`src/logic/lcd_seg_pkg.sv`:
```
package lcd_seg_pkg;

    // display geometry
    localparam int SEG_COUNT = 40;
    localparam int LOW_GROUP_SIZE = 16;
    localparam logic [39:0] DATA_RESET = 40'h00_0000_0000;

    // system clock and internal oscillator
    localparam int CLK_PERIOD_NS = 4;
    localparam int CLK_HZ = 1_000_000_000 / CLK_PERIOD_NS;
    localparam int OSC_HZ = 32_000;
    localparam int OSC_HALF_CYCLES = CLK_HZ / (2 * OSC_HZ);
    localparam int OSC_CNT_W = 12;
    // edges until the pin synchroniser shows real pin levels after reset
    localparam int SYNC_FILL_CYCLES = 2;

    // divider: 15-bit counter, tap k toggles with period 2**(bit+1) input edges
    localparam int DIV_WIDTH = 15;
    localparam int DIV_TAPS = 8;
    localparam int DIV_TAP_BIT [DIV_TAPS] = '{3, 4, 5, 6, 7, 12, 13, 14};

    // positions of the pins inside the synchroniser vector
    localparam int PIN_COUNT = 12;
    localparam int P_CLOCK_IN = 0;
    localparam int P_SHIFT_CLOCK = 1;
    localparam int P_LATCH = 2;
    localparam int P_SERIAL_IN = 3;
    localparam int P_LCD_CLOCK = 4;
    localparam int P_BLINK_CLOCK = 5;
    localparam int P_OSC_EN_N = 6;
    localparam int P_BLINK_EN_N = 7;
    localparam int P_SEG_LOW_EN_N = 8;
    localparam int P_SEG_HIGH_EN_N = 9;
    localparam int P_COM_A_EN_N = 10;
    localparam int P_COM_B_EN_N = 11;

    // wishbone register map (byte addresses)
    localparam logic [7:0] REG_CTRL = 8'h00;
    localparam logic [7:0] REG_STATUS = 8'h04;
    localparam logic [7:0] REG_DATA_LO = 8'h08;
    localparam logic [7:0] REG_DATA_HI = 8'h0c;
    localparam logic [7:0] REG_SHIFT_LO = 8'h10;
    localparam logic [7:0] REG_SHIFT_HI = 8'h14;
    localparam int CTRL_DISPLAY_OFF = 0;
    localparam logic CTRL_DISPLAY_OFF_RESET = 1'b0;

endpackage : lcd_seg_pkg

```
`src/logic/lcd_seg_driver.sv`:
```
// Contract
// RQ1: on latch, copy the whole shift register into the display data register.
// RQ2: host presents bits on serial input, device samples them with the shift clock.
// RQ3: last shift register stage drives the serial output for cascading.
// RQ4: all enable inputs are active low.
// RQ5: low segment group enable gates segments one to sixteen.
// RQ6: high segment group enable gates segments seventeen to forty.
// RQ7: each common output has its own enable.
// RQ8: oscillator enable switches the internal oscillator on or off.
// RQ9: internal oscillator appears on a dedicated output.
// RQ10: all divider timing derives from the single clock input.
// RQ11: divider gives clock input over 16,32,64,128,256,8192,16384,32768.
// RQ12: lcd drive clock comes from its own input pin.
// RQ13: blink timing comes from its own blink clock input.
// RQ14: blink enable makes the blink clock modulate displayed segments.
// RQ15: one bit shifts in on each rising shift clock edge.
// RQ16: transfer to the data register happens on the latch rising edge.
// RQ17: host sends segment forty first and segment one last.
// RQ18: an enabled common drives the inverse of the lcd drive clock.
// RQ19: set segment follows drive clock, cleared segment follows the common.
// RQ20: disabled segment group or common holds constant low.
// RQ21: reset clears shift and data registers.
//
// The placing of the registers and register access over Wishbone were decided locally.
`timescale 1ns/10ps
module lcd_seg_driver
    import lcd_seg_pkg::*;
(
    // clock, reset, enable
    input wire logic clk_sys_i,
    input wire logic rst_b_i,
    input wire logic ce_i,
    // serial host link
    input wire logic serial_data_i,
    input wire logic shift_clock_i,
    input wire logic latch_strobe_i,
    output logic serial_out_o,
    // clocking pins
    input wire logic osc_enable_n_i,
    output logic osc_out_o,
    input wire logic clock_in_i,
    output logic [DIV_TAPS-1:0] div_tap_o,
    input wire logic lcd_drive_clock_i,
    input wire logic blink_clock_i,
    input wire logic blink_enable_n_i,
    // output enables
    input wire logic seg_group_low_enable_n_i,
    input wire logic seg_group_high_enable_n_i,
    input wire logic common_a_enable_n_i,
    input wire logic common_b_enable_n_i,
    // lcd outputs, bit 0 is the first segment
    output logic [SEG_COUNT-1:0] segment_out_o,
    output logic common_out_a_o,
    output logic common_out_b_o,
    // wishbone slave
    input wire logic wb_cyc_i,
    input wire logic wb_stb_i,
    input wire logic wb_we_i,
    input wire logic [7:0] wb_adr_i,
    input wire logic [3:0] wb_sel_i,
    input wire logic [31:0] wb_dat_i,
    output logic [31:0] wb_dat_o,
    output logic wb_ack_o
);
    typedef struct packed {
        logic [SEG_COUNT-1:0] shift;
        logic [SEG_COUNT-1:0] data;
        logic [SEG_COUNT-1:0] seg;
        logic com_a;
        logic com_b;
        logic [OSC_CNT_W-1:0] osc_cnt;
        logic osc;
        logic display_off;
        logic [1:0] warm;
        logic ack;
        logic [31:0] rdata;
    } drv_state_t;

    localparam logic [OSC_CNT_W-1:0] OSC_LAST = OSC_CNT_W'(OSC_HALF_CYCLES - 1);
    localparam logic [1:0] SYNC_FILL = 2'(SYNC_FILL_CYCLES);

    drv_state_t st_q;
    drv_state_t st_d;
    logic [PIN_COUNT-1:0] pins;
    logic [PIN_COUNT-1:0] lvl;
    logic [PIN_COUNT-1:0] rise;
    logic lcd_drive_clock;
    logic blank;
    logic seg_low_on;
    logic seg_high_on;
    logic com_a_on;
    logic com_b_on;
    logic [7:0] word_adr;
    logic req;
    logic settled;
    logic dark;

    assign pins[P_CLOCK_IN] = clock_in_i; // RQ10
    assign pins[P_SHIFT_CLOCK] = shift_clock_i;
    assign pins[P_LATCH] = latch_strobe_i;
    assign pins[P_SERIAL_IN] = serial_data_i;
    assign pins[P_LCD_CLOCK] = lcd_drive_clock_i; // RQ12
    assign pins[P_BLINK_CLOCK] = blink_clock_i; // RQ13
    assign pins[P_OSC_EN_N] = osc_enable_n_i;
    assign pins[P_BLINK_EN_N] = blink_enable_n_i;
    assign pins[P_SEG_LOW_EN_N] = seg_group_low_enable_n_i;
    assign pins[P_SEG_HIGH_EN_N] = seg_group_high_enable_n_i;
    assign pins[P_COM_A_EN_N] = common_a_enable_n_i;
    assign pins[P_COM_B_EN_N] = common_b_enable_n_i;

    pin_sync #(
        .W(PIN_COUNT)
    ) u_pin_sync (
        .clk_sys_i(clk_sys_i),
        .rst_b_i(rst_b_i),
        .ce_i(ce_i),
        .pin_i(pins),
        .level_o(lvl),
        .rise_o(rise)
    );

    clk_divider u_clk_divider (
        .clk_sys_i(clk_sys_i),
        .rst_b_i(rst_b_i),
        .ce_i(ce_i),
        .tick_i(rise[P_CLOCK_IN]),
        .tap_o(div_tap_o)
    );

    assign lcd_drive_clock = lvl[P_LCD_CLOCK];
    // a low level enables each function
    assign seg_low_on = !lvl[P_SEG_LOW_EN_N]; // RQ4
    assign seg_high_on = !lvl[P_SEG_HIGH_EN_N]; // RQ4
    assign com_a_on = !lvl[P_COM_A_EN_N]; // RQ4
    assign com_b_on = !lvl[P_COM_B_EN_N]; // RQ4
    // blink hides the data while the blink clock is high
    assign blank = !lvl[P_BLINK_EN_N] && lvl[P_BLINK_CLOCK]; // RQ14 RQ4
    assign word_adr = {wb_adr_i[7:2], 2'b00};
    assign req = wb_cyc_i && wb_stb_i && !st_q.ack;
    // outputs stay dark until the synchronisers hold real pin levels
    assign settled = st_q.warm == SYNC_FILL; // RQ20
    assign dark = st_q.display_off || !settled;

    always_comb begin
        st_d = st_q;
        if (ce_i) begin
            // saturates once the pin levels are real
            if (!settled) begin
                st_d.warm = st_q.warm + 2'd1;
            end
            // latch sees the shift register before this cycle's shift
            if (rise[P_LATCH]) begin
                st_d.data = st_q.shift; // RQ1 RQ16
            end
            if (rise[P_SHIFT_CLOCK]) begin
                st_d.shift = {st_q.shift[SEG_COUNT-2:0], lvl[P_SERIAL_IN]}; // RQ15 RQ2 RQ17
            end

            for (int i = 0; i < SEG_COUNT; i++) begin
                if (dark || !(i < LOW_GROUP_SIZE ? seg_low_on : seg_high_on)) begin
                    st_d.seg[i] = 1'b0; // RQ20 RQ5 RQ6
                end else if (st_q.data[i] && !blank) begin
                    st_d.seg[i] = lcd_drive_clock; // RQ19
                end else begin
                    st_d.seg[i] = !lcd_drive_clock; // RQ19 RQ14
                end
            end
            st_d.com_a = com_a_on && !dark && !lcd_drive_clock; // RQ18 RQ7 RQ20
            st_d.com_b = com_b_on && !dark && !lcd_drive_clock; // RQ18 RQ7 RQ20

            if (lvl[P_OSC_EN_N]) begin
                st_d.osc = 1'b0; // RQ8
                st_d.osc_cnt = '0;
            end else if (st_q.osc_cnt == OSC_LAST) begin
                st_d.osc = !st_q.osc; // RQ8 RQ9
                st_d.osc_cnt = '0;
            end else begin
                st_d.osc_cnt = st_q.osc_cnt + 1'b1;
            end

            // wishbone: answer one cycle after the request, drop ack the next
            st_d.ack = req;
            if (req) begin
                st_d.rdata = 32'h0000_0000;
                case (word_adr)
                    REG_CTRL: begin
                        st_d.rdata[CTRL_DISPLAY_OFF] = st_q.display_off;
                    end
                    REG_STATUS: begin
                        st_d.rdata[11:0] = {lvl[11:6], st_q.osc, blank, 4'h0};
                    end
                    REG_DATA_LO: begin
                        st_d.rdata = st_q.data[31:0];
                    end
                    REG_DATA_HI: begin
                        st_d.rdata[SEG_COUNT-33:0] = st_q.data[SEG_COUNT-1:32];
                    end
                    REG_SHIFT_LO: begin
                        st_d.rdata = st_q.shift[31:0];
                    end
                    REG_SHIFT_HI: begin
                        st_d.rdata[SEG_COUNT-33:0] = st_q.shift[SEG_COUNT-1:32];
                    end
                    default: begin
                        st_d.rdata = 32'h0000_0000;
                    end
                endcase
                if (wb_we_i && wb_sel_i[0] && word_adr == REG_CTRL) begin
                    st_d.display_off = wb_dat_i[CTRL_DISPLAY_OFF];
                end
            end
        end
    end

    always_ff @(posedge clk_sys_i or negedge rst_b_i) begin
        if (!rst_b_i) begin
            st_q <= '0;
            st_q.shift <= DATA_RESET; // RQ21
            st_q.data <= DATA_RESET; // RQ21
            st_q.display_off <= CTRL_DISPLAY_OFF_RESET;
        end else begin
            st_q <= st_d;
        end
    end

    assign serial_out_o = st_q.shift[SEG_COUNT-1]; // RQ3
    assign osc_out_o = st_q.osc; // RQ9
    assign segment_out_o = st_q.seg;
    assign common_out_a_o = st_q.com_a;
    assign common_out_b_o = st_q.com_b;
    assign wb_dat_o = st_q.rdata;
    assign wb_ack_o = st_q.ack;
endmodule : lcd_seg_driver

```
`src/logic/pin_sync.sv`:
```
`timescale 1ns/10ps
module pin_sync #(
    parameter int W = 1
) (
    // clock and reset
    input wire logic clk_sys_i,
    input wire logic rst_b_i,
    input wire logic ce_i,
    // asynchronous pins
    input wire logic [W-1:0] pin_i,
    // synchronised level and rising-edge pulse
    output logic [W-1:0] level_o,
    output logic [W-1:0] rise_o
);
    typedef struct packed {
        logic [W-1:0] meta;
        logic [W-1:0] stable;
        logic [W-1:0] prev;
    } sync_state_t;

    sync_state_t st_q;
    sync_state_t st_d;

    always_comb begin
        st_d = st_q;
        if (ce_i) begin
            st_d.meta = pin_i;
            st_d.stable = st_q.meta;
            st_d.prev = st_q.stable;
        end
    end

    always_ff @(posedge clk_sys_i or negedge rst_b_i) begin
        if (!rst_b_i) begin
            st_q <= '0;
        end else begin
            st_q <= st_d;
        end
    end

    assign level_o = st_q.stable;
    assign rise_o = st_q.stable & ~st_q.prev;
endmodule : pin_sync

```
`src/logic/clk_divider.sv`:
```
`timescale 1ns/10ps
module clk_divider
    import lcd_seg_pkg::*;
(
    // clock and reset
    input wire logic clk_sys_i,
    input wire logic rst_b_i,
    input wire logic ce_i,
    // one pulse per rising edge of the clock input
    input wire logic tick_i,
    // divided outputs
    output logic [DIV_TAPS-1:0] tap_o
);
    typedef struct packed {
        logic [DIV_WIDTH-1:0] count;
    } div_state_t;

    div_state_t st_q;
    div_state_t st_d;

    always_comb begin
        st_d = st_q;
        if (ce_i && tick_i) begin
            st_d.count = st_q.count + 1'b1; // RQ10
        end
    end

    always_ff @(posedge clk_sys_i or negedge rst_b_i) begin
        if (!rst_b_i) begin
            st_q <= '0;
        end else begin
            st_q <= st_d;
        end
    end

    always_comb begin
        for (int k = 0; k < DIV_TAPS; k++) begin
            tap_o[k] = st_q.count[DIV_TAP_BIT[k]]; // RQ11
        end
    end
endmodule : clk_divider

```
`config.mk`:
```
export PLATFORM = sky130hd
export DESIGN_NAME = lcd_seg_driver
export DESIGN_NICKNAME = d
export VERILOG_FILES = /design/src/logic/lcd_seg_pkg.sv /design/src/logic/lcd_seg_driver.sv /design/src/logic/pin_sync.sv /design/src/logic/clk_divider.sv
export SDC_FILE = /design/constraint.sdc
export NUM_CORES = 1
export LEC_CHECK = 0
export BUFFER_PORTS_ARGS = -buffer_cell sky130_fd_sc_hd__buf_4
export CAP_MARGIN = 5
export CORE_MARGIN = 2
export CORE_UTILIZATION = 57
export CTS_CLUSTER_DIAMETER = 100
export CTS_CLUSTER_SIZE = 10
export DETAILED_ROUTE_END_ITERATION = 8
export PLACE_DENSITY = 0.77
export SLEW_MARGIN = 15
export SYNTH_ARGS = -nofsm -noshare
export SYNTH_HDL_FRONTEND = slang
export SYNTH_SLANG_ARGS = --single-unit
```
`constraint.sdc`:
```
create_clock -name clk_sys_i -period 2.18 [get_ports clk_sys_i]
set_input_delay 0.218 -clock clk_sys_i [delete_from_list [all_inputs] [get_ports clk_sys_i]]
set_output_delay 0.218 -clock clk_sys_i [all_outputs]
set_load 0.03 [all_outputs]
```
Yosys cells after proc, flatten, opt, wreduce, memory -nomap -nowiden
Cells that the tools add are included.
Word-level totals
  flip-flop bits (word level): 213
  bits in latches: 0
  RAM bits: 0
  bits in read-only memories: 0
  input port bits: 62
  logic and storage cells: 185
  memories: 0
Operators by class
  add/subtract/negate cells: 3
  multipliers: 0
  div/mod/pow operators: 0
  $lt $le $gt $ge: 0
  equality and inequality tests: 7
  shift operators: 0
  multiplexer cells: 87
  bitwise gates (word level): 3
  reduce and logical (&&, ||, !) cells: 70
Operators by type and width (number)
  two-way mux 1 bit: 81
  logical AND 1 bit: 50
  case mux 20 bit (2 select lines): 1
  case mux 7 bit (5 select lines): 1
  adder 15 x 1 -> 15 bit, second input constant: 1
  two-way mux 13 bit: 1
  adder 12 x 1 -> 12 bit, second input constant: 1
  == test 12 bit, second input constant: 1
  == test 6 x 2 -> 1 bit, second input constant: 2
  == test 6 x 3 -> 1 bit, second input constant: 2
  two-way mux 12 bit: 1
  case mux 4 bit (3 select lines): 1
  AND reduction 2 bit: 5
  logical NOT 1 bit: 9
  logical NOT 8 bit: 1
  == test 6 x 1 -> 1 bit, second input constant: 1
  case mux 1 bit (5 select lines): 1
  bitwise AND 3 bit: 1
  logical OR 1 bit: 3
  inverter 3 bit: 1
  AND reduction 3 bit: 1
  adder 2 x 1 -> 2 bit, second input constant: 1
  == test 2 bit, second input constant: 1
  nonzero test 2 bit: 1
  inverter 1 bit: 1

Depth between registers and ports, before layout
Gate-level depths: netlist of the first run.
  depth in word-level cells: 6
  gate-level depth with buffers: 7
  mapped depth without buffers: 6

Modules after synthesis
Synthesis of the first run repeated with hierarchy kept, for this count alone.
Second synthesis, totals
  cells, all modules: 917
  area total of the unflattened synthesis: 10894.2 µm²
Modules (own cells, without submodules)
  lcd_seg_driver: times used 1, cells each 751, area an instance 8470.6 µm², sequential area each 4279.1 µm²
  pin_sync: times used 1, cells each 100, area an instance 1655.3 µm², sequential area each 900.9 µm²
  clk_divider: times used 1, cells each 66, area an instance 768.2 µm², sequential area each 375.4 µm²

Least setup slack after synthesis of the first run
Ideal clock, no wire load.
  kind: reg2reg
  from: register st_q[38] in the netlist's numbering
  to: register st_q[42] in the netlist's numbering
  arrival: 1.522 ns
  data required time: 2.053 ns
  setup slack: 0.531 ns
  stages on the path, launching flop included: 8
  buffers on the path: 1
  cells stage by stage: dfrtp_1 > inv_1 > ha_1 > nor4bb_1 > a31oi_1 > nor2b_1 > clkbuf_1 > nor2_1
On the way
  word-level cells in the longest chain between the ends: 3
  elaborated cells between the ends (all ways): 4
Ends and longest elaborated chain
  start: declaration: line lcd_seg_driver.sv:82  | drv_state_t st_q;
  start signal: assignment: line lcd_seg_driver.sv:222  | st_q <= st_d;
  adder 12 x 1 -> 12 bit or == test 12 bit (tied branches): line lcd_seg_driver.sv:178, lcd_seg_driver.sv:174
  two-way mux 12 bit *: line lcd_seg_driver.sv:174  | end else if (st_q.osc_cnt == OSC_LAST) begin
  two-way mux 13 bit *: line lcd_seg_driver.sv:171  | if (lvl[P_OSC_EN_N]) begin
Mark *: on every way between the ends. The rest lies on a longest branch, timed or not.
A chain may end at the register's enable or synchronous reset.

Worst setup path in the final report of the first run
  from: register st_q[38] in the netlist's numbering
  to: register st_q[45] in the netlist's numbering
The elaborated chain is that of the path after synthesis.

==> results of run 1 <==
==> per-layer routing <==
layer	part of all wire	global-route usage	vias up
li1	-	-	2945
met4	0.019	0.0613	0
met1	0.44	0.304	3233
met2	0.49	0.364	165
met3	0.056	0.0358	33
met5	0	0	-
==> what timing repair did <==
item,in CTS,in global routing
buffers inserted,0,0
hold buffers,14,0
hold endpoints to repair,62,0
==> through the flow <==
stage / total power (W) / util
floorplan: 0.00634 / -
global placement: 0.00681 / 0.609
detailed placement: 0.00689 / 0.609
CTS: 0.0104 / 0.654
global route: 0.0108 / 0.654
finish: 0.0103 / 0.654
==> power groups by stage <==
stage	sequential (W)	combinational (W)	clock, W
6_report	0.00487	0.00196	0.00347
5_1_grt	0.00494	0.00214	0.00373
4_1_cts	0.00486	0.00199	0.00354
3_5_place_dp	0.00492	0.00196	0
3_3_place_gp	0.00491	0.00190	0
2_1_floorplan	0.00477	0.00156	0
==> area by class of cell <==
| cell class | instances | share of cell area |
|---|---|---|
| Multi-Input combinational cell | 452 | 0.317 |
| Clock inverter | 1 | 0.000780 |
| Clock buffer | 26 | 0.0560 |
| Inverter | 60 | 0.0200 |
| Tap cell | 225 | 0.0251 |
| Timing Repair Buffer | 147 | 0.106 |
| Sequential cell | 213 | 0.475 |
==> flip-flops by register name, indices dropped and copies added (netlist names), 12 cells and up <==
signal	count
st_q	94
segment_out_o	40
wb_dat_o	32
u_clk_divider.st_q	15
u_pin_sync.st_q	15
u_pin_sync.level_o	12
==> synth_stat cells (2+ instances only) <==
master	count	area, µm²
mux2_1	112	1260
a22o_1	7	61.3
nor2b_1	4	25.0
buf_1	12	45.0
buf_6	3	33.8
nor2_1	26	97.6
o311ai_1	3	26.3
buf_4	80	601
clkbuf_1	24	90.1
nand2_1	65	244
xor2_1	6	52.6
o21ai_0	2	10.0
ha_1	4	50.1
and4_1	6	52.6
o22a_1	3	26.3
mux2i_1	16	160
nor3b_1	2	15.0
o21ai_1	3	15.0
nand4_1	8	50.1
a22oi_1	8	60.1
nor4_4	2	42.5
o22ai_1	43	269
a21oi_1	6	30.0
nand3b_1	3	22.5
buf_2	10	50.1
a31oi_1	2	12.5
xnor2_1	56	490
a222oi_1	12	120
nand3_1	12	60.1
dfrtp_1	213	5330
and3_1	5	31.3
nor4_1	2	12.5
nand4bb_1	2	22.5
a221oi_1	4	35.0
nand2b_1	7	43.8
nor3_1	10	50.1
inv_1	59	221
==> final timing paths <==
path	start	endpoint	cells past startpoint
worst max-delay path	st_q[38]	st_q[45]	7
worst min-delay path	ce_i	st_q[38]	2
worst max register to register	st_q[38]	st_q[45]	7
worst min register to register	wb_dat_o[24]	wb_dat_o[24]	2
max in group asynchronous	rst_b_i	wb_dat_o[11]	3
min in group asynchronous	rst_b_i	st_q[43]	2
==> cell families after synthesis <==
| family | Yosys count | synth area share |
|---|---|---|
| AOI/OAI and AO/OA | 97 | 0.0707 |
| muxes | 128 | 0.143 |
| and+or+nand+nor | 161 | 0.0845 |
| xor gates and xnor gates | 62 | 0.0547 |
| adders and majority gates | 4 | 0.00504 |
| buffers and inverters | 189 | 0.105 |
| DFF | 213 | 0.537 |
==> cell usage in the layout (no fill, tap or decap), drive strengths merged, types with 2 or more instances in the layout <==
| master | n |
|---|---|
| xnor2 | 56 |
| nor2b | 4 |
| xor2 | 6 |
| a22o | 7 |
| nor4 | 4 |
| ha | 4 |
| a221oi | 4 |
| o22a | 3 |
| mux2 | 112 |
| a222oi | 12 |
| inv | 61 |
| nand2 | 65 |
| o311ai | 3 |
| nand4bb | 2 |
| buf | 132 |
| nand4 | 8 |
| mux2i | 16 |
| nor2 | 26 |
| clkbuf | 27 |
| o21ai | 5 |
| a21oi | 6 |
| nand3b | 3 |
| dlygate4sd3 | 14 |
| nor3 | 10 |
| and4 | 6 |
| a31oi | 2 |
| nand3 | 12 |
| and3 | 5 |
| a22oi | 8 |
| nor3b | 2 |
| dfrtp | 213 |
| nand2b | 7 |
| o22ai | 43 |
==> summary.txt, run 1 <==
Run status
  – Status: completed

Setup path
  – Startpoint Class: flop
  – CP Max Fanout: 7
  – Worst path top cell family by delay: simple AND/OR/NAND/NOR gates
  – Crit path capture type: flop
  – Req. time, crit path: between 2000 and 3000 ps
  – Sequence of cells on the critical path: inv_1, ha_1, nor4bb_1, a31oi_1, nor2b_1, buf_4, nor2_1
  – Slowest CP cell: nor4bb_1
  – Worst Path Buf+Inv: 2
  – Critical Path Max Stage Delay: roughly 420 ps
  – Worst EP arrival: roughly 2200 ps
  – Flop2flop setup slack: between 300 and 400 ps
  – Setup Crit Path Kind: flop to flop

Route
  – Vias per inst: roughly 5.7
  – Antenna-violating nets left: 0
  – WL/cell: around 18 µm
  – Via count: approximately 6400
  – Post-Route WL: around 20000 µm
  – DRC Markers: 0
  – DR pass1 iterations: 7
  – Iter 0 DRT Violations: ~480

Power
  – Sw power: roughly 0.0030 W
  – Power per cell area: 916 nW/µm²
  – Sw frac: 0.290
  – VDD IR-drop max: between 0.6 and 0.7 mV
  – P_leak: approximately 5.5 nW
  – Internal: 0.00731 W
  – Clock Power Share: 0.337
  – Reg power frac: 0.473
  – Comb pwr share: 0.190

Layout
  – Layout cell share with drive strength beyond 1: 0.185
  – FILL cells: approximately 1300
  – Antenna diodes: 0
  – Layout Nets: between 900 and 1000
  – Storage element area: between 5000 and 6000 µm²
  – Layout Cells excl Fill: around 1100
  – Layout Area Growth over Synthesis: 13.1%
  – Multi-input gate area: around 3600 µm²
  – Finished Cell Area: between 10000 and 15000 µm²

Floorplan
  – Core Area: 17200 µm²
  – Die footprint: between 15000 and 20000 µm²
  – Initial Utilization: 0.578
  – IO Count: 147
  – Die width: around 140 µm
  – Die H: about 140 µm
  – Row cnt: between 40 and 50

Yosys
  – Post-Syn Instances: around 850
  – Count of unique library cells instantiated by Yosys: a little under 50
  – Synth warnings: 0
  – Post-synthesis cell area: about 10000 µm²
  – Avg Inst Size Synth: 11.6 µm²
  – Post-synth EDFFs: 0
  – Async SR Flop Fraction: 1.00
  – Register area share after synthesis: 0.537
  – Prevailing post-synth register cell: dfrtp_1
  – Post-synth net total: 920
  – Synth Register Bits: about 210

Placement
  – IO buf count: between 100 and 150
  – DP HPWL: ~13000 µm
  – Place WS: 347 ps
  – Placed insts: 1083
  – Routability Congestion: 0.816
  – Dpl cell area: 10500 µm²

Global route
  – Initial antenna violation count: 0
  – First-pass GRT wire length: approximately 32000 µm
  – Largest net degree at the start of global routing: 60
  – GRT Util Overall: 0.221
  – Vias in the first global route: ~6200
  – Total gr overflow: 0

STA
  – Setup tns final: 0 ps
  – Final Max Slew Viols: 0
  – Clock period minus worst slack: between 1500 and 2000 ps
  – Worst-Margin Slew: 643 ps
  – Fin Clk Skew: 14.9 ps
  – Setup ws final: between 300 and 400 ps
  – Worst Hold Margin: 104 ps
  – RSZ-0062 raised after global routing: false
  – Final hold vios: 0
  – Final-report setup violation count: 0
  – Tcrit/Tclk final: 0.852
  – Fmax: ~0.54 GHz
  – Slew margin rel.: 0.571

Min path
  – Hold Crit Class: input pin to flop

Clocking
  – H-tree depth: 1
  – CTS Sinks: 213
  – Clock Tree Buf Depth: 3
  – CTS tree: built
  – CTS buffer count: 25
  – Root buffer cell: clkbuf_16
  – Clk Latency, worst-skew pair: around 500 ps
  – Worst-path clk slew: ~50 ps
  – CTS resizes: 0

Flow run
  – Max Cap Viol: 0
Power figures use the tool's default switching activity.
==> run 2, diff against run 1 <==
--- a/config.mk
+++ b/config.mk
@@ -5,6 +5,7 @@
 export SDC_FILE = /design/constraint.sdc
 export NUM_CORES = 1
 export LEC_CHECK = 0
+export ABC_AREA = 1
 export BUFFER_PORTS_ARGS = -buffer_cell sky130_fd_sc_hd__buf_4
 export CAP_MARGIN = 5
 export CORE_MARGIN = 2
==> run 2 against run 1 <==
- routed wire length up 18%
- clock-buffer cell count down 1
- total power up 1.2%
- sequential share of layout area down 1.0 points
- first-iteration DRC count up 57%
- area after synthesis up 2.1%
- critical endpoint is now segment_out_o[11]
- highest routed layer unchanged
==> summary.txt, run 2 <==
Run status
  – Status: completed (unchanged)

Setup path
  – Worst path most repeated cell: inv_1
  – Sequence of cells on the critical path: inv_1, ha_1, inv_1, nor2_1, nand3_2, a21oi_1, o21ai_0, nand2_1 (was inv_1, ha_1, nor4bb_1, a31oi_1, nor2b_1, buf_4, nor2_1)
  – Worst Path Buf+Inv: 2 (unchanged)
  – FF-to-FF Start: st_q[33] (was st_q[38])
  – Critical Path Max Stage Delay: 420 ps (about the same)
  – Worst path top cell family by delay: simple AND/OR/NAND/NOR gates (unchanged)
  – Crit path capture type: flop (unchanged)
  – Worst EP arrival: 2280 ps (was 2230 ps)
  – Worst setup path start: st_q[33] (was st_q[38])
  – CP Max Fanout: 16 (was 7)
  – Setup Crit Path Kind: flop to flop (unchanged)
  – Req. time, crit path: 2620 ps (was 2560 ps)
  – Slowest CP cell: nand3_2 (was nor4bb_1)
  – Startpoint Class: flop (unchanged)

Global route
  – Largest net degree at the start of global routing: 81 (was 60)
  – Vias in the first global route: 7633 (was 6244)
  – Initial antenna violation count: 0 (unchanged)
  – First-pass GRT wire length: 38100 µm (was 32400 µm)
  – GRT Util Overall: 0.256 (was 0.221)
  – Total gr overflow: 0 (unchanged)

Floorplan
  – Die H: 137 µm (was 136 µm)
  – Core Area: 17400 µm² (was 17200 µm²)
  – Row cnt: 48 (unchanged)
  – Die footprint: 18900 µm² (was 18500 µm²)
  – Die width: 137 µm (was 136 µm)
  – IO Count: 147 (unchanged)
  – Initial Utilization: 0.584 (was 0.578)

Layout
  – Layout Area Growth over Synthesis: 13.2% (was 13.1%)
  – FILL cells: 1411 (was 1328)
  – Commonest cells after routing, fill and taps aside: 341 x nand2_1, 213 x dfrtp_1, 131 x buf_4, 122 x o21ai_0, 113 x inv_1 (was 212 x dfrtp_1, 128 x buf_4, 112 x mux2_1, 65 x nand2_1, 59 x inv_1)
  – Antenna diodes: 0 (unchanged)
  – Reg with most FFs: st_q (unchanged)
  – Layout Nets: 1325 (was 965)
  – Max FFs per register: 94 (unchanged)
  – Commonest non-fill, non-tap cell in the layout: nand2_1 (was dfrtp_1)
  – Layout cell share with drive strength beyond 1: 0.149 (was 0.185)

Placement
  – Place WS: 375 ps (was 347 ps)
  – DP HPWL: 15200 µm (was 13100 µm)
  – Routability Congestion: 0.863 (was 0.816)
  – IO buf count: 110 (unchanged)

Route
  – WL/cell: 15.8 µm (was 17.8 µm)
  – Post-Route WL: 23500 µm (was 20000 µm)
  – DRC Markers: 0 (unchanged)
  – DR pass1 iterations: 6 (was 7)
  – Antenna-violating nets left: 0 (unchanged)
  – Vias per inst: 5.40 (was 5.67)
  – Via count: 8001 (was 6376)
  – Iter 0 DRT Violations: 755 (was 482)

Yosys
  – Top post-synthesis cells by area: dfrtp_1 53%, nand2_1 13%, o21ai_0 6.0% (was dfrtp_1 54%, mux2_1 13%, buf_4 6.0%)
  – Async SR Flop Fraction: 1.00 (unchanged)
  – Register area share after synthesis: 0.526 (was 0.537)
  – Avg Inst Size Synth: 8.33 µm² (was 11.6 µm²)
  – Post-Synth Adder-Cell Area: 0.00493 (was 0.00504)
  – Count of unique library cells instantiated by Yosys: 29 (was 49)
  – Post-synth net total: 1283 (was 920)
  – Mux cell area share after synthesis: 0 (was 0.143)
  – Simple-gate share of the synthesized area: 0.208 (was 0.0845)
  – Post-synth EDFFs: 0 (unchanged)
  – Post-Syn Instances: 1217 (was 854)
  – Post-Synth XOR/XNOR Area: 0.0216 (was 0.0547)
  – Largest family of logic cells by synthesized area: simple AND/OR/NAND/NOR gates (was multiplexers)
  – Post-synthesis cell area: 10100 µm² (was 9930 µm²)
  – Biggest area consumer among synthesized cells: dfrtp_1 (unchanged)
  – Most frequent cell after synthesis: nand2_1 (was dfrtp_1)
  – Post-synth top cells: 341 x nand2_1, 213 x dfrtp_1, 122 x o21ai_0 (was 213 x dfrtp_1, 112 x mux2_1, 80 x buf_4)
  – Prevailing post-synth register cell: dfrtp_1 (unchanged)
  – Synth Register Bits: 213 (unchanged)
  – Synth warnings: 0 (unchanged)
  – Synth Area in Compound Gates: 0.114 (was 0.0707)
  – Top-area cell type share of the netlist area: 0.526 (was 0.537)

STA
  – Clock period minus worst slack: 1830 ps (was 1860 ps)
  – Setup tns final: 0 ps (unchanged)
  – RSZ-0062 raised after global routing: false (unchanged)
  – Fmax: 0.545 GHz (was 0.539 GHz)
  – Setup ws final: 345 ps (was 323 ps)
  – Final Max Slew Viols: 0 (unchanged)
  – Final-report setup violation count: 0 (unchanged)
  – Slew margin rel.: 0.666 (was 0.571)
  – Worst-Margin Slew: 502 ps (was 643 ps)
  – Worst Hold Margin: 25.8 ps (was 104 ps)
  – Tcrit/Tclk final: 0.842 (was 0.852)
  – Final hold vios: 0 (unchanged)
  – Fin Clk Skew: 6.86 ps (was 14.9 ps)

Clocking
  – Root buffer cell: clkbuf_16 (unchanged)
  – CTS resizes: 0 (unchanged)
  – CTS buffer count: 25 (unchanged)
  – Clock Tree Buf Depth: 3 (unchanged)
  – Worst-path clk slew: 60 ps (was 50 ps)
  – Clk Latency, worst-skew pair: 500 ps (about the same)
  – H-tree depth: 1 (unchanged)
  – CTS Sinks: 213 (unchanged)
  – CTS tree: built (unchanged)

Power
  – P_leak: 5.51 nW (was 5.46 nW)
  – VDD IR-drop max: 0.642 mV (was 0.645 mV)
  – Power per cell area: 908 nW/µm² (was 916 nW/µm²)

Min path
  – Hold Crit Class: input pin to flop (unchanged)
  – Min-delay src: ce_i (unchanged)

Flow run
  – Max Cap Viol: 0 (unchanged)
[run 2: area by class of cell]
type,instances,area (µm²),area share
clock buffers,25,626,0.0545
clock inverters,1,8.76,0.000763
inverters,118,443,0.0386
multi-input cells,749,3530,0.308
flip-flops and latches,213,5330,0.464
well taps,225,282,0.0245
repair buffers,152,1260,0.110
[run 2: cells by family (layout without fill, tap and decap cells)]
group                      Yosys count  count (layout)
xor gates and xnor gates            25              25
DFF                                213             213
and+or+nand+nor                    507             507
adders and majority gates            4               4
AOI/OAI and AO/OA                  213             213
buffers and inverters              255             296
[run 2: timing repair]
| action | in CTS | in global routing |
|---|---|---|
| hold buffers | 14 | 0 |
| buffers inserted | 0 | 0 |
| endpoints found under the hold margin | 67 | 0 |
[run 2: worst reg2reg max path, stage by stage, from the launching register on]
cell,delay (ps)
dfrtp_1,370
inv_1,90
ha_1,150
inv_1,40
nor2_1,240
nand3_2,420
a21oi_1,250
o21ai_0,120
nand2_1,80
[run 2: metal layers]
layer / wire length, µm / part of all wire / GRT usage
met4: 557 / 0.024 / 0.0710
met1: 10200 / 0.43 / 0.357
met3: 1360 / 0.058 / 0.0350
met5: 0 / 0 / 0
met2: 11400 / 0.49 / 0.422
[run 2: stage by stage]
stage | util | power [W] | instance area, µm² | std cells
6_report | 0.661 | 0.0104 | 11500 | 1483
5_1_grt | 0.661 | 0.0109 | 11500 | 1483
4_1_cts | 0.661 | 0.0105 | 11500 | 1483
3_5_place_dp | 0.617 | 0.00696 | 10700 | 1443
3_3_place_gp | 0.617 | 0.00690 | 10700 | 1443
2_1_floorplan | - | 0.00639 | 10100 | 1217
[run 2: path summary, 6_finish.rpt]
path                       slack [ps]  depth (start not counted)                  end
min in group asynchronous         250                          2             st_q[44]
hold / removal                     30                          2             wb_ack_o
setup / recovery                  350                          8    segment_out_o[11]
max in group asynchronous        1220                          3            st_q[156]
setup reg to reg                  350                          8    segment_out_o[11]
hold reg to reg                   470                          2  u_pin_sync.st_q[32]
[run 2: report_power, final]
part           leakage, nW  internal [W]  switching [W]  total (W)
clock network        0.313       0.00201        0.00148    0.00349
logic                 2.33      0.000738        0.00139    0.00213
registers             2.87       0.00444       0.000362    0.00480
==> run 3, diff against run 2 <==
--- a/config.mk
+++ b/config.mk
@@ -9,11 +9,11 @@
 export BUFFER_PORTS_ARGS = -buffer_cell sky130_fd_sc_hd__buf_4
 export CAP_MARGIN = 5
 export CORE_MARGIN = 2
-export CORE_UTILIZATION = 57
+export CORE_UTILIZATION = 52
 export CTS_CLUSTER_DIAMETER = 100
 export CTS_CLUSTER_SIZE = 10
 export DETAILED_ROUTE_END_ITERATION = 8
-export PLACE_DENSITY = 0.77
+export PLACE_DENSITY = 0.73
 export SLEW_MARGIN = 15
 export SYNTH_ARGS = -nofsm -noshare
 export SYNTH_HDL_FRONTEND = slang
==> constraint.sdc (replaced) <==
create_clock -name clk_sys_i -period 1.67 [get_ports clk_sys_i]
set_input_delay 0.167 -clock clk_sys_i [delete_from_list [all_inputs] [get_ports clk_sys_i]]
set_output_delay 0.167 -clock clk_sys_i [all_outputs]
set_load 0.03 [all_outputs]
==> run 3 against run 2 <==
- sequential power is 31% higher
- non-clock buffer count rose by 13
- highest routed layer unchanged
- global-route usage down 2.2 points
- critical path type unchanged
- fmax rose by 18%
- utilization is 5.6 points lower
- worst hold slack better by 150 ps
- clock-buffer cell count is the same
- first-iteration DRC count fell by 9.3%
==> summary.txt, run 3 (same netlist as run 2, synthesis figures left out) <==
Clocking
  – Worst-path clk slew: 50 ps (was 60 ps)
  – Post-CTS Setup Inserts: 0 (unchanged)
  – Root buffer cell: clkbuf_16 (unchanged)
  – Clock Tree Buf Depth: 3 (unchanged)
  – Clk Latency, worst-skew pair: 500 ps (about the same)
  – CTS Sinks: 213 (unchanged)
  – H-tree depth: 1 (unchanged)
  – CTS buffer count: 25 (unchanged)
  – CTS tree: built (unchanged)

Placement
  – IO buf count: 110 (unchanged)
  – Dpl cell area: 10900 µm² (was 10700 µm²)
  – Routability Congestion: 0.887 (was 0.863)
  – DP HPWL: 15800 µm (was 15200 µm)
  – Placed insts: 1493 (was 1443)

Setup path
  – CP Max Fanout: 13 (was 16)
  – Worst Path Buf+Inv: 3 (was 2)
  – Worst path top cell family by delay: buffers and inverters (was simple AND/OR/NAND/NOR gates)
  – Worst EP arrival: 1960 ps (was 2280 ps)
  – Crit path capture type: flop (unchanged)
  – Sequence of cells on the critical path: inv_1, nand2_1, inv_1, buf_4, nor3_1, o31ai_1 (was inv_1, ha_1, inv_1, nor2_1, nand3_2, a21oi_1, o21ai_0, nand2_1)
  – Setup Crit Path Kind: flop to flop (unchanged)
  – Worst path most repeated cell: inv_1 (unchanged)
  – Startpoint Class: flop (unchanged)
  – Slowest CP cell: dfrtp_1 (was nand3_2)
  – Critical Path Max Stage Delay: 390 ps (was 420 ps)
  – Req. time, crit path: 2080 ps (was 2620 ps)

Floorplan
  – IO Count: 147 (unchanged)
  – Die H: 144 µm (was 137 µm)
  – Row cnt: 51 (was 48)
  – Core Area: 19300 µm² (was 17400 µm²)
  – Initial Utilization: 0.526 (was 0.584)
  – Die footprint: 20600 µm² (was 18900 µm²)
  – Die width: 144 µm (was 137 µm)

Layout
  – FILL cells: 1746 (was 1411)
  – Reg with most FFs: st_q (unchanged)
  – Antenna diodes: 0 (unchanged)
  – Layout Nets: 1338 (was 1325)
  – Layout Cells excl Fill: 1536 (was 1483)
  – Layout cell share with drive strength beyond 1: 0.157 (was 0.149)
  – Final core utilization: 0.606 (was 0.661)
  – Multi-input gate area: 3540 µm² (was 3530 µm²)
  – Commonest non-fill, non-tap cell in the layout: nand2_1 (unchanged)
  – Commonest cells after routing, fill and taps aside: 341 x nand2_1, 213 x dfrtp_1, 138 x buf_4, 122 x o21ai_0, 113 x inv_1 (was 341 x nand2_1, 213 x dfrtp_1, 131 x buf_4, 122 x o21ai_0, 113 x inv_1)
  – Layout Area Growth over Synthesis: 15.1% (was 13.2%)
  – Max FFs per register: 94 (unchanged)
  – Storage element area: 5330 µm² (unchanged)
  – Finished Cell Area: 11700 µm² (was 11500 µm²)

Route
  – Antenna-violating nets left: 0 (unchanged)
  – DRC Markers: 0 (unchanged)
  – Iter 0 DRT Violations: 685 (was 755)
  – DR pass1 iterations: 5 (was 6)
  – Via count: 8029 (was 8001)
  – WL/cell: 15.4 µm (was 15.8 µm)
  – Vias per inst: 5.23 (was 5.40)
  – Post-Route WL: 23700 µm (was 23500 µm)

Global route
  – GRT Util Overall: 0.234 (was 0.256)
  – Total gr overflow: 0 (unchanged)
  – Initial antenna violation count: 0 (unchanged)
  – Met3 Track Usage GR: 0.0277 (was 0.0350)
  – Largest net degree at the start of global routing: 81 (unchanged)
  – Most crowded layer after global routing: met2 (unchanged)
  – Met2 GRT Util: 0.377 (was 0.422)
  – Vias in the first global route: 7652 (was 7633)
  – First-pass GRT wire length: 38800 µm (was 38100 µm)
  – Met1 GRT Util: 0.334 (was 0.357)

STA
  – Worst-Margin Slew: 444 ps (was 502 ps)
  – Setup tns final: 0 ps (unchanged)
  – Worst Hold Margin: 178 ps (was 25.8 ps)
  – Fmax: 0.641 GHz (was 0.545 GHz)
  – Final-report setup violation count: 0 (unchanged)
  – Fin Clk Skew: 12.7 ps (was 6.86 ps)
  – Slew margin rel.: 0.704 (was 0.666)
  – Tcrit/Tclk final: 0.934 (was 0.842)
  – Final Max Slew Viols: 0 (unchanged)
  – Clock period minus worst slack: 1560 ps (was 1830 ps)
  – Final hold vios: 0 (unchanged)
  – RSZ-0062 raised after global routing: false (unchanged)

Power
  – P_leak: 5.59 nW (was 5.51 nW)
  – Power per cell area: 1170 nW/µm² (was 908 nW/µm²)
  – VDD IR-drop max: 0.775 mV (was 0.642 mV)

Run status
  – Status: completed (unchanged)

Flow run
  – Max Cap Viol: 0 (unchanged)

Min path
  – Hold Crit Class: input pin to async pin (was input pin to flop)
run 3: cell types whose count changed in the layout (fill, tap and decap cells not counted):
cell / before / now
buf_4: 131 / 138
buf_12: 6 / 9
dlygate4sd3_1: 14 / 17
nor2_1: 73 / 72
nor2_2: 7 / 8
run 3: power by group:
part           switching [W]  total (W)  internal (W)
clock                0.00189    0.00452       0.00262
combinational        0.00181    0.00282       0.00101
sequential          0.000489    0.00629       0.00580
total                0.00420     0.0136       0.00943
run 3: final cells by class:
class / count / area share
clock buffer: 25 / 0.0536
clock inverter: 1 / 0.000750
inverter: 118 / 0.0379
multi-input combinational: 749 / 0.303
sequential: 213 / 0.457
tap: 265 / 0.0284
timing repair buffer: 165 / 0.120
run 3: stage by stage:
stage          power [W]  setup slack (ps)
2_1_floorplan    0.00834               259
3_3_place_gp     0.00909               159
3_5_place_dp     0.00916              52.9
4_1_cts           0.0137              34.6
5_1_grt           0.0143              10.7
6_report          0.0136               111
run 3: worst register-to-register path, stage by stage (launching register included):
cell,delay [ps]
dfrtp_1,390
inv_1,70
nand2_1,190
inv_1,250
buf_4,250
nor3_1,80
o31ai_1,220
run 3: path summary, 6_finish.rpt:
kind / start / to / slack (ps) / depth (start not counted)
min in group clk_sys_i: wb_adr_i[4] / st_q[35] / 180 / 6
hold reg to reg: u_pin_sync.st_q[30] / u_pin_sync.st_q[30] / 470 / 2
setup reg to reg: u_pin_sync.level_o[7] / segment_out_o[29] / 110 / 6
setup / recovery: u_pin_sync.level_o[7] / segment_out_o[29] / 110 / 6
max in group asynchronous: rst_b_i / st_q[114] / 840 / 3
hold / removal: rst_b_i / wb_dat_o[6] / 180 / 2
run 3: routing by layer:
metal,up-vias,share of wire
li1,3909,-
met1,3841,0.45
met2,237,0.47
met3,42,0.051
met4,0,0.023
met5,-,0
run 3: repair_timing:
| action | CTS | global route |
|---|---|---|
| resized for setup | 0 | 1 |
| endpoints found under the hold margin | 79 | 0 |
| hold buffers | 17 | 0 |
| setup endpoints to repair | 0 | 24 |
